File: config.mk
export PLATFORM = sky130hd
export DESIGN_NAME = deser_pins
export DESIGN_NICKNAME = d
export VERILOG_FILES = /design/src/core/deser_pins_pkg.sv /design/src/core/deser_pins.sv
export SDC_FILE = /design/constraint.sdc
export NUM_CORES = 1
export LEC_CHECK = 0
export BUFFER_PORTS_ARGS = -buffer_cell sky130_fd_sc_hd__buf_2
export CORE_MARGIN = 2
export CORE_UTILIZATION = 56
export CTS_CLUSTER_SIZE = 12
export DETAILED_ROUTE_END_ITERATION = 10
export GPL_TIMING_DRIVEN = 1
export PLACE_DENSITY = 0.88
export SYNTH_ARGS = -nofsm -noshare
export SYNTH_HDL_FRONTEND = slang
export SYNTH_SLANG_ARGS = --single-unit
File: constraint.sdc
create_clock -name clk_sys -period 2.9 [get_ports clk_sys]
set_clock_uncertainty 0.05 [all_clocks]
set_input_delay 0.29 -clock clk_sys [delete_from_list [all_inputs] [get_ports clk_sys]]
set_output_delay 0.29 -clock clk_sys [all_outputs]
set_load 0.005 [all_outputs]
File: src/core/deser_pins_pkg.sv
// Constants, types and carriers for the error flag and shared host/test pin block
package deser_pins_pkg;

    // Widths of the error vector and of host serial words
    localparam int ERR_W  = 5;
    localparam int WORD_W = 16;
    localparam int ADDR_W = 8;
    localparam int CNT_W  = 5;

    // Synchroniser depth for pins from outside the pixel clock domain
    localparam int SYNC_STAGES = 3;

    // Error condition bit positions in the status and mask registers
    localparam int ERR_CRC_POS  = 0;
    localparam int ERR_LINE_POS = 1;
    localparam int ERR_TRS_POS  = 2;
    localparam int ERR_EDH_POS  = 3;
    localparam int ERR_ANC_POS  = 4;

    // Internal register addresses served by this block
    localparam logic [ADDR_W-1:0] ADDR_ERR_STATUS = 8'h00;
    localparam logic [ADDR_W-1:0] ADDR_ERR_MASK   = 8'h01;

    // Reset values
    localparam logic [ERR_W-1:0] ERR_MASK_RST   = 5'h1F;
    localparam logic [ERR_W-1:0] ERR_STATUS_RST = 5'h00;
    localparam logic [3:0]       PINS_RST       = 4'h6;

    // Command word layout: read flag on top, address in the low byte
    localparam int CMD_RW_POS   = 15;
    localparam int CMD_ADDR_LSB = 0;

    // Bit counter marks for a command word followed by a data word
    localparam logic [CNT_W-1:0] CNT_CMD_LAST  = 5'h0F;
    localparam logic [CNT_W-1:0] CNT_DATA_LAST = 5'h1F;

    // Shared pins as seen at the package balls
    typedef struct packed {
        logic port_sel;
        logic cs_tms;
        logic sclk_tck;
        logic serial_or_test_in_pin;
    } shared_pins_s;

    // Strobes and levels handed to the boundary-scan logic
    typedef struct packed {
        logic tck_rise;
        logic tck_fall;
        logic tms;
        logic tdi;
    } jtag_s;

    // Access to the device's internal register file
    typedef struct packed {
        logic              we;
        logic              re;
        logic [ADDR_W-1:0] addr;
        logic [WORD_W-1:0] wdata;
    } reg_req_s;

    // Host serial port sequencer states
    typedef enum logic [3:0] {
        H_IDLE = 4'b0001,
        H_CMD  = 4'b0010,
        H_WR   = 4'b0100,
        H_RD   = 4'b1000
    } host_state_e;

endpackage : deser_pins_pkg

File: src/core/deser_pins.sv
// Error flag, FIFO load strobe and shared host/JTAG pin logic of the deserializer
`timescale 1ns/1ns

// Three-stage synchroniser; the filtered level moves once stages two and three agree
module pin_sync #(
    parameter int               W   = 1,
    parameter logic [W-1:0]     RST = '0
) (
    input  wire logic         clk_sys,
    input  wire logic         rst_n,
    input  wire logic [W-1:0] pin_in,
    output logic      [W-1:0] level
);
    logic [W-1:0] s1_q;
    logic [W-1:0] s2_q;
    logic [W-1:0] s3_q;
    logic [W-1:0] filt_q;
    logic [W-1:0] filt_d;

    // Take a new level only when the last two stages match
    always_comb begin
        filt_d = filt_q;
        for (int i = 0; i < W; i++) begin
            if (s2_q[i] == s3_q[i]) begin
                filt_d[i] = s3_q[i];
            end
        end
    end

    // Synchroniser chain and filtered level
    always_ff @(posedge clk_sys) begin
        if (!rst_n) begin
            s1_q   <= RST;
            s2_q   <= RST;
            s3_q   <= RST;
            filt_q <= RST;
        end else begin
            s1_q   <= pin_in;
            s2_q   <= s1_q;
            s3_q   <= s2_q;
            filt_q <= filt_d;
        end
    end

    assign level = filt_q;

endmodule : pin_sync

module deser_pins (
    input  wire logic                                  clk_sys,
    input  wire logic                                  rst_n,
    input  wire logic                                  sav_pulse,
    input  wire logic                                  frame_start,
    input  wire logic [deser_pins_pkg::ERR_W-1:0]      err_event,
    input  wire deser_pins_pkg::shared_pins_s          pins,
    input  wire logic                                  jtag_tdo,
    input  wire logic [deser_pins_pkg::WORD_W-1:0]     reg_rdata,
    output logic                                       fifo_load_strobe,
    output logic                                       data_error_n,
    output logic                                       serial_or_test_out_pin,
    output deser_pins_pkg::jtag_s                      jtag,
    output deser_pins_pkg::reg_req_s                   reg_req
);

    // Filtered pin levels
    deser_pins_pkg::shared_pins_s pins_lvl;

    // Pin synchronisers for all four shared pins
    pin_sync #(
        .W   (4),
        .RST (deser_pins_pkg::PINS_RST)
    ) u_pin_sync (
        .clk_sys (clk_sys),
        .rst_n   (rst_n),
        .pin_in  (pins),
        .level   (pins_lvl)
    );

    // ---------------- Mode and clock edge tracking ----------------
    logic mode_q;
    logic mode_d;
    logic sclk_prev_q;
    logic sclk_prev_d;
    logic sclk_rise;
    logic sclk_fall;
    logic mode_change;

    // One mode level steers every shared pin at once
    always_comb begin
        mode_d      = pins_lvl.port_sel;
        sclk_prev_d = pins_lvl.sclk_tck;
    end

    always_ff @(posedge clk_sys) begin
        if (!rst_n) begin
            mode_q      <= 1'b0;
            sclk_prev_q <= 1'b1;
        end else begin
            mode_q      <= mode_d;
            sclk_prev_q <= sclk_prev_d;
        end
    end

    // Edges of the shared clock pin, found by sampling
    assign sclk_rise   = pins_lvl.sclk_tck & ~sclk_prev_q;
    assign sclk_fall   = ~pins_lvl.sclk_tck & sclk_prev_q;
    assign mode_change = mode_q ^ pins_lvl.port_sel;

    // ---------------- Host serial port ----------------
    deser_pins_pkg::host_state_e          hst_q;
    deser_pins_pkg::host_state_e          hst_d;
    logic [deser_pins_pkg::CNT_W-1:0]     cnt_q;
    logic [deser_pins_pkg::CNT_W-1:0]     cnt_d;
    logic [deser_pins_pkg::WORD_W-1:0]    sin_q;
    logic [deser_pins_pkg::WORD_W-1:0]    sin_d;
    logic [deser_pins_pkg::WORD_W-1:0]    sout_q;
    logic [deser_pins_pkg::WORD_W-1:0]    sout_d;
    logic [deser_pins_pkg::ADDR_W-1:0]    addr_q;
    logic [deser_pins_pkg::ADDR_W-1:0]    addr_d;
    logic                                 host_sel;
    logic [deser_pins_pkg::WORD_W-1:0]    sin_next;
    logic [deser_pins_pkg::WORD_W-1:0]    rd_word;
    logic [deser_pins_pkg::ADDR_W-1:0]    cmd_addr;
    logic                                 stat_read;
    logic                                 host_we;
    logic [deser_pins_pkg::ERR_W-1:0]     mask_q;
    logic [deser_pins_pkg::ERR_W-1:0]     status_q;

    // Chip select is active low and only counts in host mode
    assign host_sel = ~mode_q & ~pins_lvl.cs_tms & ~mode_change;
    assign sin_next = {sin_q[deser_pins_pkg::WORD_W-2:0], pins_lvl.serial_or_test_in_pin};
    assign cmd_addr = sin_next[deser_pins_pkg::CMD_ADDR_LSB +: deser_pins_pkg::ADDR_W];

    // Read data: own registers answered here, the rest from the register file
    always_comb begin
        rd_word = reg_rdata;
        if (cmd_addr == deser_pins_pkg::ADDR_ERR_STATUS) begin
            rd_word = {{(deser_pins_pkg::WORD_W-deser_pins_pkg::ERR_W){1'b0}}, status_q};
        end else if (cmd_addr == deser_pins_pkg::ADDR_ERR_MASK) begin
            rd_word = {{(deser_pins_pkg::WORD_W-deser_pins_pkg::ERR_W){1'b0}}, mask_q};
        end
    end

    // Sequencer: command word, then a write or read data word
    always_comb begin
        hst_d     = hst_q;
        cnt_d     = cnt_q;
        sin_d     = sin_q;
        sout_d    = sout_q;
        addr_d    = addr_q;
        stat_read = 1'b0;
        host_we   = 1'b0;
        if (!host_sel) begin
            hst_d = deser_pins_pkg::H_IDLE;
            cnt_d = '0;
        end else begin
            case (hst_q)
                deser_pins_pkg::H_IDLE: begin
                    hst_d = deser_pins_pkg::H_CMD;
                    cnt_d = '0;
                end
                deser_pins_pkg::H_CMD: begin
                    if (sclk_rise) begin
                        sin_d = sin_next;
                        cnt_d = cnt_q + 5'h01;
                        if (cnt_q == deser_pins_pkg::CNT_CMD_LAST) begin
                            addr_d = cmd_addr;
                            if (sin_next[deser_pins_pkg::CMD_RW_POS]) begin
                                hst_d     = deser_pins_pkg::H_RD;
                                sout_d    = rd_word;
                                stat_read = (cmd_addr == deser_pins_pkg::ADDR_ERR_STATUS);
                            end else begin
                                hst_d = deser_pins_pkg::H_WR;
                            end
                        end
                    end
                end
                deser_pins_pkg::H_WR: begin
                    if (sclk_rise) begin
                        sin_d = sin_next;
                        cnt_d = cnt_q + 5'h01;
                        if (cnt_q == deser_pins_pkg::CNT_DATA_LAST) begin
                            host_we = 1'b1;
                            hst_d   = deser_pins_pkg::H_CMD;
                        end
                    end
                end
                deser_pins_pkg::H_RD: begin
                    if (sclk_fall) begin
                        sout_d = {sout_q[deser_pins_pkg::WORD_W-2:0], 1'b0};
                    end
                    if (sclk_rise) begin
                        cnt_d = cnt_q + 5'h01;
                        if (cnt_q == deser_pins_pkg::CNT_DATA_LAST) begin
                            hst_d = deser_pins_pkg::H_CMD;
                        end
                    end
                end
                default: begin
                    hst_d = deser_pins_pkg::H_IDLE;
                end
            endcase
        end
    end

    always_ff @(posedge clk_sys) begin
        if (!rst_n) begin
            hst_q  <= deser_pins_pkg::H_IDLE;
            cnt_q  <= '0;
            sin_q  <= '0;
            sout_q <= '0;
            addr_q <= '0;
        end else begin
            hst_q  <= hst_d;
            cnt_q  <= cnt_d;
            sin_q  <= sin_d;
            sout_q <= sout_d;
            addr_q <= addr_d;
        end
    end

    // ---------------- Error mask and sticky status ----------------
    logic [deser_pins_pkg::ERR_W-1:0] mask_d;
    logic [deser_pins_pkg::ERR_W-1:0] status_d;
    logic                             err_n_q;
    logic                             err_n_d;

    // Mask high bits enable monitoring; host writes update it
    always_comb begin
        mask_d = mask_q;
        if (host_we && addr_q == deser_pins_pkg::ADDR_ERR_MASK) begin
            mask_d = sin_next[deser_pins_pkg::ERR_W-1:0];
        end
    end

    // Clear on frame start or status read; a new error in that cycle wins
    always_comb begin
        status_d = status_q;
        if (frame_start || stat_read) begin
            status_d = '0;
        end
        status_d = status_d | (err_event & mask_q);
        err_n_d  = ~(|status_d);
    end

    always_ff @(posedge clk_sys) begin
        if (!rst_n) begin
            mask_q   <= deser_pins_pkg::ERR_MASK_RST;
            status_q <= deser_pins_pkg::ERR_STATUS_RST;
            err_n_q  <= 1'b1;
        end else begin
            mask_q   <= mask_d;
            status_q <= status_d;
            err_n_q  <= err_n_d;
        end
    end

    // ---------------- Output registers ----------------
    logic                     fifo_load_strobe_q;
    logic                     fifo_load_strobe_d;
    logic                     sout_pin_q;
    logic                     sout_pin_d;
    deser_pins_pkg::jtag_s    jtag_q;
    deser_pins_pkg::jtag_s    jtag_d;
    deser_pins_pkg::reg_req_s req_q;
    deser_pins_pkg::reg_req_s req_d;

    // Strobe low for the single clock carrying start of active video
    always_comb begin
        fifo_load_strobe_d = ~sav_pulse;
    end

    // Pin function multiplexer follows the registered mode
    always_comb begin
        jtag_d = '0;
        if (mode_q && !mode_change) begin
            jtag_d.tck_rise = sclk_rise;
            jtag_d.tck_fall = sclk_fall;
            jtag_d.tms      = pins_lvl.cs_tms;
            jtag_d.tdi      = pins_lvl.serial_or_test_in_pin;
            sout_pin_d      = jtag_tdo;
        end else if (hst_q == deser_pins_pkg::H_RD) begin
            sout_pin_d = sout_d[deser_pins_pkg::WORD_W-1];
        end else begin
            sout_pin_d = 1'b0;
        end
    end

    // Register file access: write after a full data word, read at command end
    always_comb begin
        req_d       = req_q;
        req_d.we    = host_we;
        req_d.re    = 1'b0;
        if (host_we) begin
            req_d.addr  = addr_q;
            req_d.wdata = sin_next;
        end else if (hst_q == deser_pins_pkg::H_CMD && hst_d == deser_pins_pkg::H_RD) begin
            req_d.re   = 1'b1;
            req_d.addr = cmd_addr;
        end
    end

    always_ff @(posedge clk_sys) begin
        if (!rst_n) begin
            fifo_load_strobe_q  <= 1'b1;
            sout_pin_q <= 1'b0;
            jtag_q     <= '0;
            req_q      <= '0;
        end else begin
            fifo_load_strobe_q  <= fifo_load_strobe_d;
            sout_pin_q <= sout_pin_d;
            jtag_q     <= jtag_d;
            req_q      <= req_d;
        end
    end

    // Every output comes straight from a flip-flop
    assign fifo_load_strobe       = fifo_load_strobe_q;
    assign data_error_n           = err_n_q;
    assign serial_or_test_out_pin = sout_pin_q;
    assign jtag                   = jtag_q;
    assign reg_req                = req_q;

endmodule : deser_pins

=== After elaboration in Yosys (flattened, before gate mapping) ===
Index checks and enable logic that the tools add are counted.

* Bits in registers: 109
* Input bits: 30
* Output and inout port bits: 33
* Word-level logic and storage cells: 113

* Add/subtract/negate cells: 1
* Equal/unequal tests: 18
* Multiplexer cells: 31
* Bitwise operators: 15
* Reduce and logical (&&, ||, !) cells: 20

{| class="wikitable"
|+ Operators with widths
! kind !! count
|-
| $mux W16 || 7
|-
| $pmux W16 S2 || 1
|-
| $mux W4 || 6
|-
| $eq A8 B1 Y1 const B || 2
|-
| $pmux W4 S3 || 1
|-
| $mux W1 || 11
|-
| $mux W5 || 2
|-
| $pmux W5 S2 || 1
|-
| $mux W9 || 1
|-
| $eq A4 B4 Y1 const B || 2
|-
| $logic_not A8 Y1 || 1
|-
| $mux W8 || 1
|-
| $ne A2 B2 Y1 const B || 4
|-
| $not A1 Y1 || 8
|-
| $reduce_and A2 Y1 || 3
|-
| $reduce_and A6 Y1 || 1
|-
| $reduce_bool A2 Y1 || 3
|-
| $reduce_or A2 Y1 || 3
|-
| $add A5 B1 Y5 const B || 1
|-
| $and A5 B5 Y5 || 1
|-
| $eq A5 B4 Y1 const B || 1
|-
| $eq A5 B5 Y1 const B || 1
|-
| $or A5 B5 Y5 || 1
|-
| $reduce_or A5 Y1 || 1
|-
| 13 further kinds || 21
|}

=== Logic depth before layout (Yosys ltp) ===
Gate-level depths: netlist of the first run.

* Depth in word-level cells: 11
* Mapped depth: 9
* Depth with buffers taken out: 8

=== Modules after synthesis ===
Synthesis of the first run repeated with hierarchy kept, for this count alone.

* Cells, all modules: 475
* Area total of the unflattened synthesis: 4324.1 µm²

{| class="wikitable"
|+ Modules (own cells, without submodules)
! module !! instances !! cells an instance !! area each (µm²)
|-
| deser_pins || 1 || 434 || 3847.4
|-
| pin_sync || 1 || 41 || 476.7
|}

=== Least setup slack after synthesis of the first run ===
No wires, ideal clock.

* Kind: register to register
* From: reg cnt_q[0] (netlist name)
* To: reg req_q (netlist bit reg_req[16])
* Library setup time: 133 ps
* Arrival time: 1839 ps
* Required time: 2717 ps
* Slack: 879 ps
* Cell stages (with the launch flop): 10
* Buffers on the path: 1
* Path through: dfxtp_1 -> ha_1 -> and3_1 -> ha_1 -> nand4b_1 -> nor2_8 -> nand4b_2 -> buf_6 -> mux2i_1 -> a21oi_1

* Word-level cells in the longest chain between the ends: 8
* Elaborated cells on any way between the ends: 16
* Those cells by class: 3 x eq/ne; 11 x mux; 2 x reduce/logical

{| class="wikitable"
|+ RTL lines
! element !! line !! text
|-
| start, declared || deser_pins.sv:112 || <nowiki>logic [deser_pins_pkg::CNT_W-1:0] cnt_q;</nowiki>
|-
| start signal, assigned || deser_pins.sv:215 || <nowiki>cnt_q <= cnt_d;</nowiki>
|-
| $eq A5 B5 Y1 or $eq A5 B4 Y1 (tied branches) || deser_pins.sv:182, deser_pins.sv:194, deser_pins.sv:166 ||
|-
| $mux W4, on equally long branches || deser_pins.sv:182, deser_pins.sv:194, deser_pins.sv:166 ||
|-
| $mux W4, on equally long branches || deser_pins.sv:179, deser_pins.sv:163 ||
|-
| $pmux W4 S3 || deser_pins.sv:157 || <nowiki>case (hst_q)</nowiki>
|-
| $mux W4 || deser_pins.sv:153 || <nowiki>if (!host_sel) begin</nowiki>
|-
| $eq A4 B4 Y1 || deser_pins.sv:297 || <nowiki>end else if (hst_q == deser_pins_pkg::H_CMD && hst_d == deser_pins_pkg::H_RD) begin</nowiki>
|-
| $logic_and A1 B1 Y1 || deser_pins.sv:297 ||
|-
| $reduce_bool A2 Y1 (no line) || -- ||
|-
| end signal, assigned || deser_pins.sv:313 || <nowiki>req_q <= req_d;</nowiki>
|-
| end, declared || deser_pins.sv:265 || <nowiki>deser_pins_pkg::reg_req_s req_q;</nowiki>
|}

Several ways; a longest one is shown, not always the timed one.
A chain may end at the register's enable or synchronous reset.

=== Worst setup path in the final report of the first run ===
* From: reg cnt_q[0] (netlist name)
* To: reg req_q (netlist bit reg_req[21])

Same word-level chain as after synthesis.

==> results.yml, run 1 <==
status:
  status: "finished clean"
routing:
  via_per_inst: 5.52
  drc: 0
  dr.pass1.iters: 5
  drt_wl_total_microns: 9290
  vias: 3537
  wire_per_inst_microns: 14.5
  final_antenna_net_count: 0
  drt_iter0_drc: 187
placed_design:
  io_buffers: 62
  place_congestion: 0.876
  dp_slack_ns: 0.382
  dp_cells: 624
  place_hpwl_microns: 6260
cts:
  cts_root_buf: "clkbuf_8"
  htreeDepth: 3
  numCtsBuffers: 9
  clock_latency_ns: 0.37
  cts_tree: "done"
  cts_setup_buffers: 0
  cts_sinks: 109
  clockBufferDepth: 2
  clk_pin_slew_ns: 0.10
grt:
  grt_pass1_vias: 3383
  grt_pass1_wl_microns: 15300
  antenna_found_initial: 0
  grt_max_degree: 52
  grt_use_total: 0.222
  grt_overflow: 0
synth:
  netlist_area_sq_mm: 0.00440
  synth_top_area_frac: 0.496
  ys_warn_count: 0
  async_flop_share: 0
  synth.area.top_cells: "dfxtp_1, mux2i_1, nand2_1"
  syn_inst: 480
  synth_top_cell_by_area: "dfxtp_1"
  synth-seq-area-share: 0.496
  synth_cell_types: 51
  ys_ff_latch: 109
  synth_edf_count: 0
  synth_common_cells: "dfxtp_1, nand2_1, nor2_1, mux2i_1, a21oi_1"
  synth_flop_cell: "dfxtp_1"
  synth_most_common_cell: "dfxtp_1"
  syn_avg_cell_area_sq_um: 9.17
  syn-num-nets: 515
floorplan:
  die_area_sq_mm: 0.00858
  die_h_microns: 92.7
  core-area_sq_mm: 0.00769
  die_width_microns: 92.7
  ios: 63
  num_rows: 32
  start_util: 0.573
flow_run:
  maxCapViolations: 0
finish:
  finalNonFillerCells: 641
  syn_to_final_growth_pct: 12.5
  antenna_cells: 0
  final_nets: 569
  nFillCells: 625
  drive_gt1_frac: 0.195
power:
  peakVddDrop_uv: 222
  powerDensity_mw_per_mm2: 494
  p_leak_nw: 2.16
sta:
  setup_violations: 0
  period_needed_ns: 2.57
  hold_viol: 0
  worstMarginPinSlew_ns: 0.696
  max_slew_margin: 0.534
  rsz0062_at_grt: "false"
  max_freq_mhz: 390
  setup_ws_ns: 0.335
  post-route-period-util: 0.885
  fin_tns_setup_ns: 0
  maxSlewViolCount: 0
setup_path:
  slowest_delay_ns: 0.41
  path_common_cell: "ha_1"
  crit_slowest_cell: "nand4b_2"
  worstSetupStartpoint: "cnt_q[0]"
  critPathMaxFanout: 10
  critPathLaunchType: "flop"
  required_ns: 3.10
  critPathCaptureType: "flop"
  path_cells: "ha_1 > and3_1 > ha_1 > nand4b_1 > nor2_8 > nand4b_2 > mux2i_1 > a21oi_1"
  critical_path_class: "flop to flop"
  r2r_start: "cnt_q[0]"
  arrival_ns: 2.77
min_path:
  min_path_type: "primary input to flop"
  min_from: "pins[2]"
worst paths after layout:
path	end	slack, ns	cells past startpoint
setup reg to reg	reg_req[21]	0.33	8
hold reg to reg	u_pin_sync.s2_q[1]	0.37	1
setup / recovery	reg_req[21]	0.33	8
hold / removal	u_pin_sync.s1_q[2]	0.05	2
power by group:
part	total [mW]	switching, mW	leakage [nW]	internal, mW
Clock	0.858	0.495	0.0852	0.363
Combinational	0.0709	0.0402	1.19	0.0308
Sequential	1.52	0.00660	0.882	1.51
timing repair:
item,CTS,global route
endpoints found under the hold margin,0,1
setup endpoints to repair,0,0
resized for setup,0,0
hold buffers,0,1
per-stage QoR:
stage / area (sq um) / util / hold WS [ns] / total power [mW]
finish: 4950 / 0.644 / 0.0460 / 2.44
detailed placement: 4750 / 0.618 / 0.347 / 1.62
global route: 4950 / 0.644 / 0.0506 / 2.53
floorplan: 4400 / - / 0.302 / 1.59
global placement: 4750 / 0.618 / 0.340 / 1.62
CTS: 4940 / 0.643 / 0.00618 / 2.46
cell type report:
class / instances / area, sq um / share of cell area
clock buffer: 12 / 155 / 0.0313
sequential: 109 / 2180 / 0.441
timing repair buffer: 72 / 388 / 0.0784
multi-input combinational: 338 / 2050 / 0.414
tap: 102 / 128 / 0.0258
clock inverter: 4 / 31.3 / 0.00632
inverter: 4 / 15.0 / 0.00303
layout by cell type, fill, tap and decap left out, types with 3 or more instances in the layout:
cell / synthesis / routed
or4b_4: 3 / 3
nor3_1: 3 / 3
clkbuf_8: 0 / 11
and2_1: 8 / 8
nor2_1: 43 / 43
mux2i_1: 41 / 41
and3_1: 4 / 4
nor4_1: 4 / 4
nand2b_1: 9 / 9
a31oi_1: 15 / 15
a22oi_1: 4 / 4
nand3_1: 5 / 5
clkinvlp_4: 0 / 3
nand2_1: 82 / 82
a21oi_1: 39 / 39
buf_2: 6 / 62
buf_4: 2 / 9
o211ai_1: 5 / 5
inv_1: 3 / 3
o21ai_0: 31 / 31
and2b_1: 3 / 3
ha_1: 5 / 5
dfxtp_1: 109 / 109
routing by layer:
layer	vias up	routed length [microns]	GRT usage	part of all wire
li1	1758	-	-	-
met3	18	384	0.0407	0.041
met4	0	205	0.120	0.022
met1	1682	3940	0.260	0.42
met2	79	4770	0.386	0.51
met5	-	0	0	0
flip-flops by register name, indices dropped and copies added, names as in the netlist:
| register | count |
|---|---|
| reg_req | 26 |
| sout_q | 16 |
| sin_q | 15 |
| addr_q | 8 |
| cnt_q | 5 |
| mask_q | 5 |
| status_q | 5 |
| hst_q | 4 |
| jtag | 4 |
| u_pin_sync.level | 4 |
| u_pin_sync.s1_q | 4 |
| u_pin_sync.s2_q | 4 |
| u_pin_sync.s3_q | 4 |
| data_error_n | 1 |
| fifo_load_strobe | 1 |
| mode_q | 1 |
| sclk_prev_q | 1 |
| serial_or_test_out_pin | 1 |
critical path, delay by kind of cell (launching register included):
family / cells / cell delay (ns)
AO/OA/AOI/OAI: 1 / 0.11
multiplexers: 1 / 0.34
adder cells (fa/ha/maj): 2 / 0.38
AND/OR/NAND/NOR: 4 / 1.19
flip-flops: 1 / 0.38
logic make-up after synthesis:
group           Yosys count  synth area share
simple gates            185             0.212
flops                   109             0.496
compound gates          104             0.140
mux                      42            0.0958
buf+inv                  33            0.0384
fa+ha+maj                 5            0.0142
xor+xnor                  2           0.00398
Note: power is estimated with default switching activity, not from simulation.
==> inputs of run 2 (changes only) <==
--- a/config.mk
+++ b/config.mk
@@ -7,11 +7,11 @@
 export LEC_CHECK = 0
 export BUFFER_PORTS_ARGS = -buffer_cell sky130_fd_sc_hd__buf_2
 export CORE_MARGIN = 2
-export CORE_UTILIZATION = 56
+export CORE_UTILIZATION = 45
 export CTS_CLUSTER_SIZE = 12
 export DETAILED_ROUTE_END_ITERATION = 10
 export GPL_TIMING_DRIVEN = 1
-export PLACE_DENSITY = 0.88
+export PLACE_DENSITY = 0.75
 export SYNTH_ARGS = -nofsm -noshare
 export SYNTH_HDL_FRONTEND = slang
 export SYNTH_SLANG_ARGS = --single-unit
==> results.yml, run 2 (synthesis gave the netlist of run 1 again) <==
power:
  p_sw_mw: 0.559
  powerDensity_mw_per_mm2: 504
  p_leak_nw: 2.18
  p_sw_frac: 0.222
  pwr-share-comb: 0.028
  p_clk_frac: 0.372
  peakVddDrop_uv: 194
  p_int_mw: 1.96
  power_frac_seq: 0.600
routing:
  drt_wl_total_microns: 9010
  via_per_inst: 5.13
  dr.pass1.iters: 5
  wire_per_inst_microns: 13.4
  drt_iter0_drc: 179
  vias: 3453
  final_antenna_net_count: 0
  drc: 0
sta:
  holdWs_ns: 0.0370
  fin_tns_setup_ns: 0
  max_freq_mhz: 396
  hold_viol: 0
  max_slew_margin: 0.576
  rsz0062_at_grt: "false"
  post-route-period-util: 0.871
  setup_ws_ns: 0.375
  period_needed_ns: 2.53
  setup_violations: 0
  maxSlewViolCount: 0
  worstMarginPinSlew_ns: 0.635
finish:
  final_nets: 570
  largest_reg_flops: 26
  drive_gt1_frac: 0.196
  final_common_cell: "dfxtp_1"
  utilization: 0.520
  final_area_sq_mm: 0.00501
  syn_to_final_growth_pct: 13.8
  nFillCells: 907
  final_cell_mix: "dfxtp_1, nand2_1, buf_2, nor2_1, mux2i_1"
  antenna_cells: 0
floorplan:
  ios: 63
  num_rows: 36
  die_width_microns: 103
  die_h_microns: 103
  die_area_sq_mm: 0.0106
  start_util: 0.457
  core-area_sq_mm: 0.00964
cts:
  cts_sinks: 109
  cts_tree: "done"
  clockBufferDepth: 2
  cts_root_buf: "clkbuf_8"
  numCtsBuffers: 9
  htreeDepth: 3
  clk_pin_slew_ns: 0.10
  cts_setup_buffers: 0
  clock_latency_ns: 0.38
placed_design:
  dp_slack_ns: 0.383
  place_hpwl_microns: 6120
  io_buffers: 62
  place_area_sq_mm: 0.00480
  place_congestion: 0.843
grt:
  grt_pass1_vias: 3094
  grt_use_total: 0.173
  antenna_found_initial: 0
  grt_pass1_wl_microns: 14400
  grt_max_degree: 51
  grt_overflow: 0
setup_path:
  critPathLaunchType: "flop"
  r2r_cells: 8
  arrival_ns: 2.74
  critPathCaptureType: "flop"
  critical_path_class: "flop to flop"
  critPathMaxFanout: 10
  required_ns: 3.12
status:
  status: "finished clean"
flow_run:
  maxCapViolations: 0
min_path:
  holdPathStages: 2
  min_path_type: "primary input to flop"
[run 2: what timing repair did]
action	CTS	global route
hold buffers	1	0
gates resized for setup	0	0
endpoints found under the hold margin	1	0
[run 2: path summary, 6_finish.rpt]
check | startpoint | end | slack [ns]
hold reg to reg | u_pin_sync.s1_q[1] | u_pin_sync.s2_q[1] | 0.37
hold / removal | pins[2] | u_pin_sync.s1_q[2] | 0.04
setup reg to reg | cnt_q[0] | reg_req[16] | 0.37
setup / recovery | cnt_q[0] | reg_req[16] | 0.37
[run 2: final cells by class]
class | count | area (sq um) | area share
Inverter | 4 | 15.0 | 0.00300
Timing Repair Buffer | 73 | 395 | 0.0789
Sequential cell | 109 | 2180 | 0.436
Multi-Input combinational cell | 338 | 2050 | 0.409
Clock inverter | 5 | 58.8 | 0.0117
Clock buffer | 11 | 141 | 0.0282
Tap cell | 133 | 166 | 0.0332
[run 2: worst max-delay path: stages (launching register included)]
cell,delay [ns]
dfxtp_1,0.38
ha_1,0.18
and3_1,0.21
ha_1,0.22
nand4b_1,0.32
nor2_8,0.26
nand4b_2,0.40
mux2i_1,0.30
a21oi_1,0.09
[run 2: layer usage]
metal	vias up	GRT usage	share of wire
met5	-	0	0
met2	66	0.275	0.48
met4	0	0.0800	0.023
met1	1606	0.221	0.45
met3	18	0.0461	0.044
li1	1763	-	-
[run 2: stage by stage]
step	cells	power, mW
2_1_floorplan	480	1.59
3_3_place_gp	656	1.62
3_5_place_dp	656	1.62
6_report	673	2.52
4_1_cts	673	2.54
5_1_grt	673	2.61
[run 2: power by group through the flow]
stage               clock network (mW)  logic (mW)  registers (mW)
global route                      1.01      0.0798            1.52
floorplan                            0      0.0388            1.55
CTS                              0.950      0.0711            1.52
finish                           0.938      0.0709            1.52
detailed placement                   0      0.0700            1.55
global placement                     0      0.0688            1.55
==> inputs of run 3 (changes only) <==
--- a/config.mk
+++ b/config.mk
@@ -8,6 +8,7 @@
 export BUFFER_PORTS_ARGS = -buffer_cell sky130_fd_sc_hd__buf_2
 export CORE_MARGIN = 2
 export CORE_UTILIZATION = 45
+export CTS_BUF_LIST = sky130_fd_sc_hd__clkbuf_16
 export CTS_CLUSTER_SIZE = 12
 export DETAILED_ROUTE_END_ITERATION = 10
 export GPL_TIMING_DRIVEN = 1
==> results.yml, run 3 (synthesis gave the netlist of run 1 again) <==
status:
  status: "finished clean"
setup_path:
  critPathMaxFanout: 10
  rrSetupSlack_ns: 0.39
  crit_family: "simple AND/OR/NAND/NOR gates"
  rr_endpoint: "reg_req[16]"
  path_buf_inv: 0
  crit_slowest_cell: "nand4b_2"
  worstSetupStartpoint: "cnt_q[0]"
  critPathLaunchType: "flop"
  r2r_cells: 8
  slowest_delay_ns: 0.40
  critPathCaptureType: "flop"
  arrival_ns: 2.69
  path_common_cell: "ha_1"
  path_cells: "ha_1 > and3_1 > ha_1 > nand4b_1 > nor2_8 > nand4b_2 > mux2i_1 > a21oi_1"
  r2r_start: "cnt_q[0]"
  required_ns: 3.08
  critical_path_class: "flop to flop"
floorplan:
  die_area_sq_mm: 0.0106
  die_width_microns: 103
  num_rows: 36
  core-area_sq_mm: 0.00964
  die_h_microns: 103
  start_util: 0.457
  ios: 63
sta:
  setup_violations: 0
  worstMarginPinSlew_ns: 0.637
  post-route-period-util: 0.867
  max_slew_margin: 0.575
  hold_viol: 0
  maxSlewViolCount: 0
  rsz0062_at_grt: "false"
  fin_tns_setup_ns: 0
  max_freq_mhz: 398
  setup_ws_ns: 0.387
  period_needed_ns: 2.51
placed_design:
  dp_slack_ns: 0.383
  place_congestion: 0.843
  io_buffers: 62
  place_hpwl_microns: 6120
power:
  power.total_mw: 2.79
  p_leak_nw: 2.22
  p_sw_mw: 0.588
  pwr-share-comb: 0.025
  p_int_mw: 2.20
  p_clk_frac: 0.432
  powerDensity_mw_per_mm2: 548
  p_sw_frac: 0.211
  peakVddDrop_uv: 246
  power_frac_seq: 0.543
cts:
  cts_setup_buffers: 0
  holdBufCountCts: 0
  numCtsBuffers: 9
  htreeDepth: 3
  clockBufferDepth: 2
  cts_tree: "done"
  cts_root_buf: "clkbuf_16"
  post_cts_resized: 0
  clock_latency_ns: 0.35
  cts_sinks: 109
  clk_pin_slew_ns: 0.07
grt:
  grt_overflow: 0
  antenna_found_initial: 0
  grt_use_total: 0.173
  grt_pass1_wl_microns: 14400
  grt_pass1_vias: 3116
  grt_max_degree: 51
flow_run:
  maxCapViolations: 0
min_path:
  min_from: "sav_pulse"
  whs_endpoint: "fifo_load_strobe"
  holdPathStages: 2
  min_path_type: "primary input to flop"
routing:
  drc: 0
  via_per_inst: 5.14
  drt_wl_total_microns: 9040
  final_antenna_net_count: 0
  vias: 3452
  wire_per_inst_microns: 13.5
  drt_iter0_drc: 168
  dr.pass1.iters: 4
finish:
  final_cell_mix: "dfxtp_1, nand2_1, buf_2, nor2_1, mux2i_1"
  nFillCells: 896
  antenna_cells: 0
  final_common_cell: "dfxtp_1"
  final_nets: 569
  drive_gt1_frac: 0.195
  largest_reg_flops: 26
  syn_to_final_growth_pct: 15.7
[run 3: changes by cell type in the layout (fill, tap and decap cells not counted)]
cell           change
clkbuf_8          -10
clkbuf_16          +9
clkbuf_1           -1
clkinv_1           +1
dlygate4sd3_1      -1
inv_1              +1
[run 3: per-layer routing]
metal  part of all wire  global-route usage
met1               0.45               0.219
met2               0.48               0.277
met3              0.040              0.0454
met4              0.022              0.0800
met5                  0                   0
[run 3: power groups by stage]
stage               sequential [mW]  clock [mW]  combinational [mW]
floorplan                      1.55           0              0.0388
global placement               1.55           0              0.0688
detailed placement             1.55           0              0.0700
CTS                            1.52        1.23              0.0702
global route                   1.52        1.28              0.0788
finish                         1.52        1.21              0.0701
[run 3: worst reg2reg max path: cells and delay by family, from the launching register on]
kind,cells,cell delay [ns]
flops,1,0.37
compound gates,1,0.09
simple gates,4,1.18
mux,1,0.30
fa+ha+maj,2,0.39
[run 3: how the worst max path moves through the flow]
stage,endpoint,slack [ns],cells past startpoint
CTS,reg_req[16],0.38,8
floorplan,reg_req[16],0.88,9
detailed placement,reg_req[16],0.38,8
global placement,reg_req[16],0.54,8
global route,reg_req[16],0.18,8
finish,reg_req[16],0.39,8
[run 3: cell type report]
type | instances | area, sq um | share of cell area
Tap cell | 133 | 166 | 0.0327
Timing Repair Buffer | 72 | 385 | 0.0757
Clock inverter | 7 | 66.3 | 0.0130
Clock buffer | 9 | 225 | 0.0442
Inverter | 4 | 15.0 | 0.00295
Sequential cell | 109 | 2180 | 0.429
Multi-Input combinational cell | 338 | 2050 | 0.403
[run 3: stage by stage]
step                      hold slack [ns]  std cells  area (sq um)   util
after CTS                          0.0313        672          5090  0.528
final                              0.0414        672          5090  0.528
after global placement              0.338        656          4800  0.498
after detailed placement            0.346        656          4800  0.498
after floorplan                     0.302        480          4400      -
after global routing               0.0511        672          5090  0.528
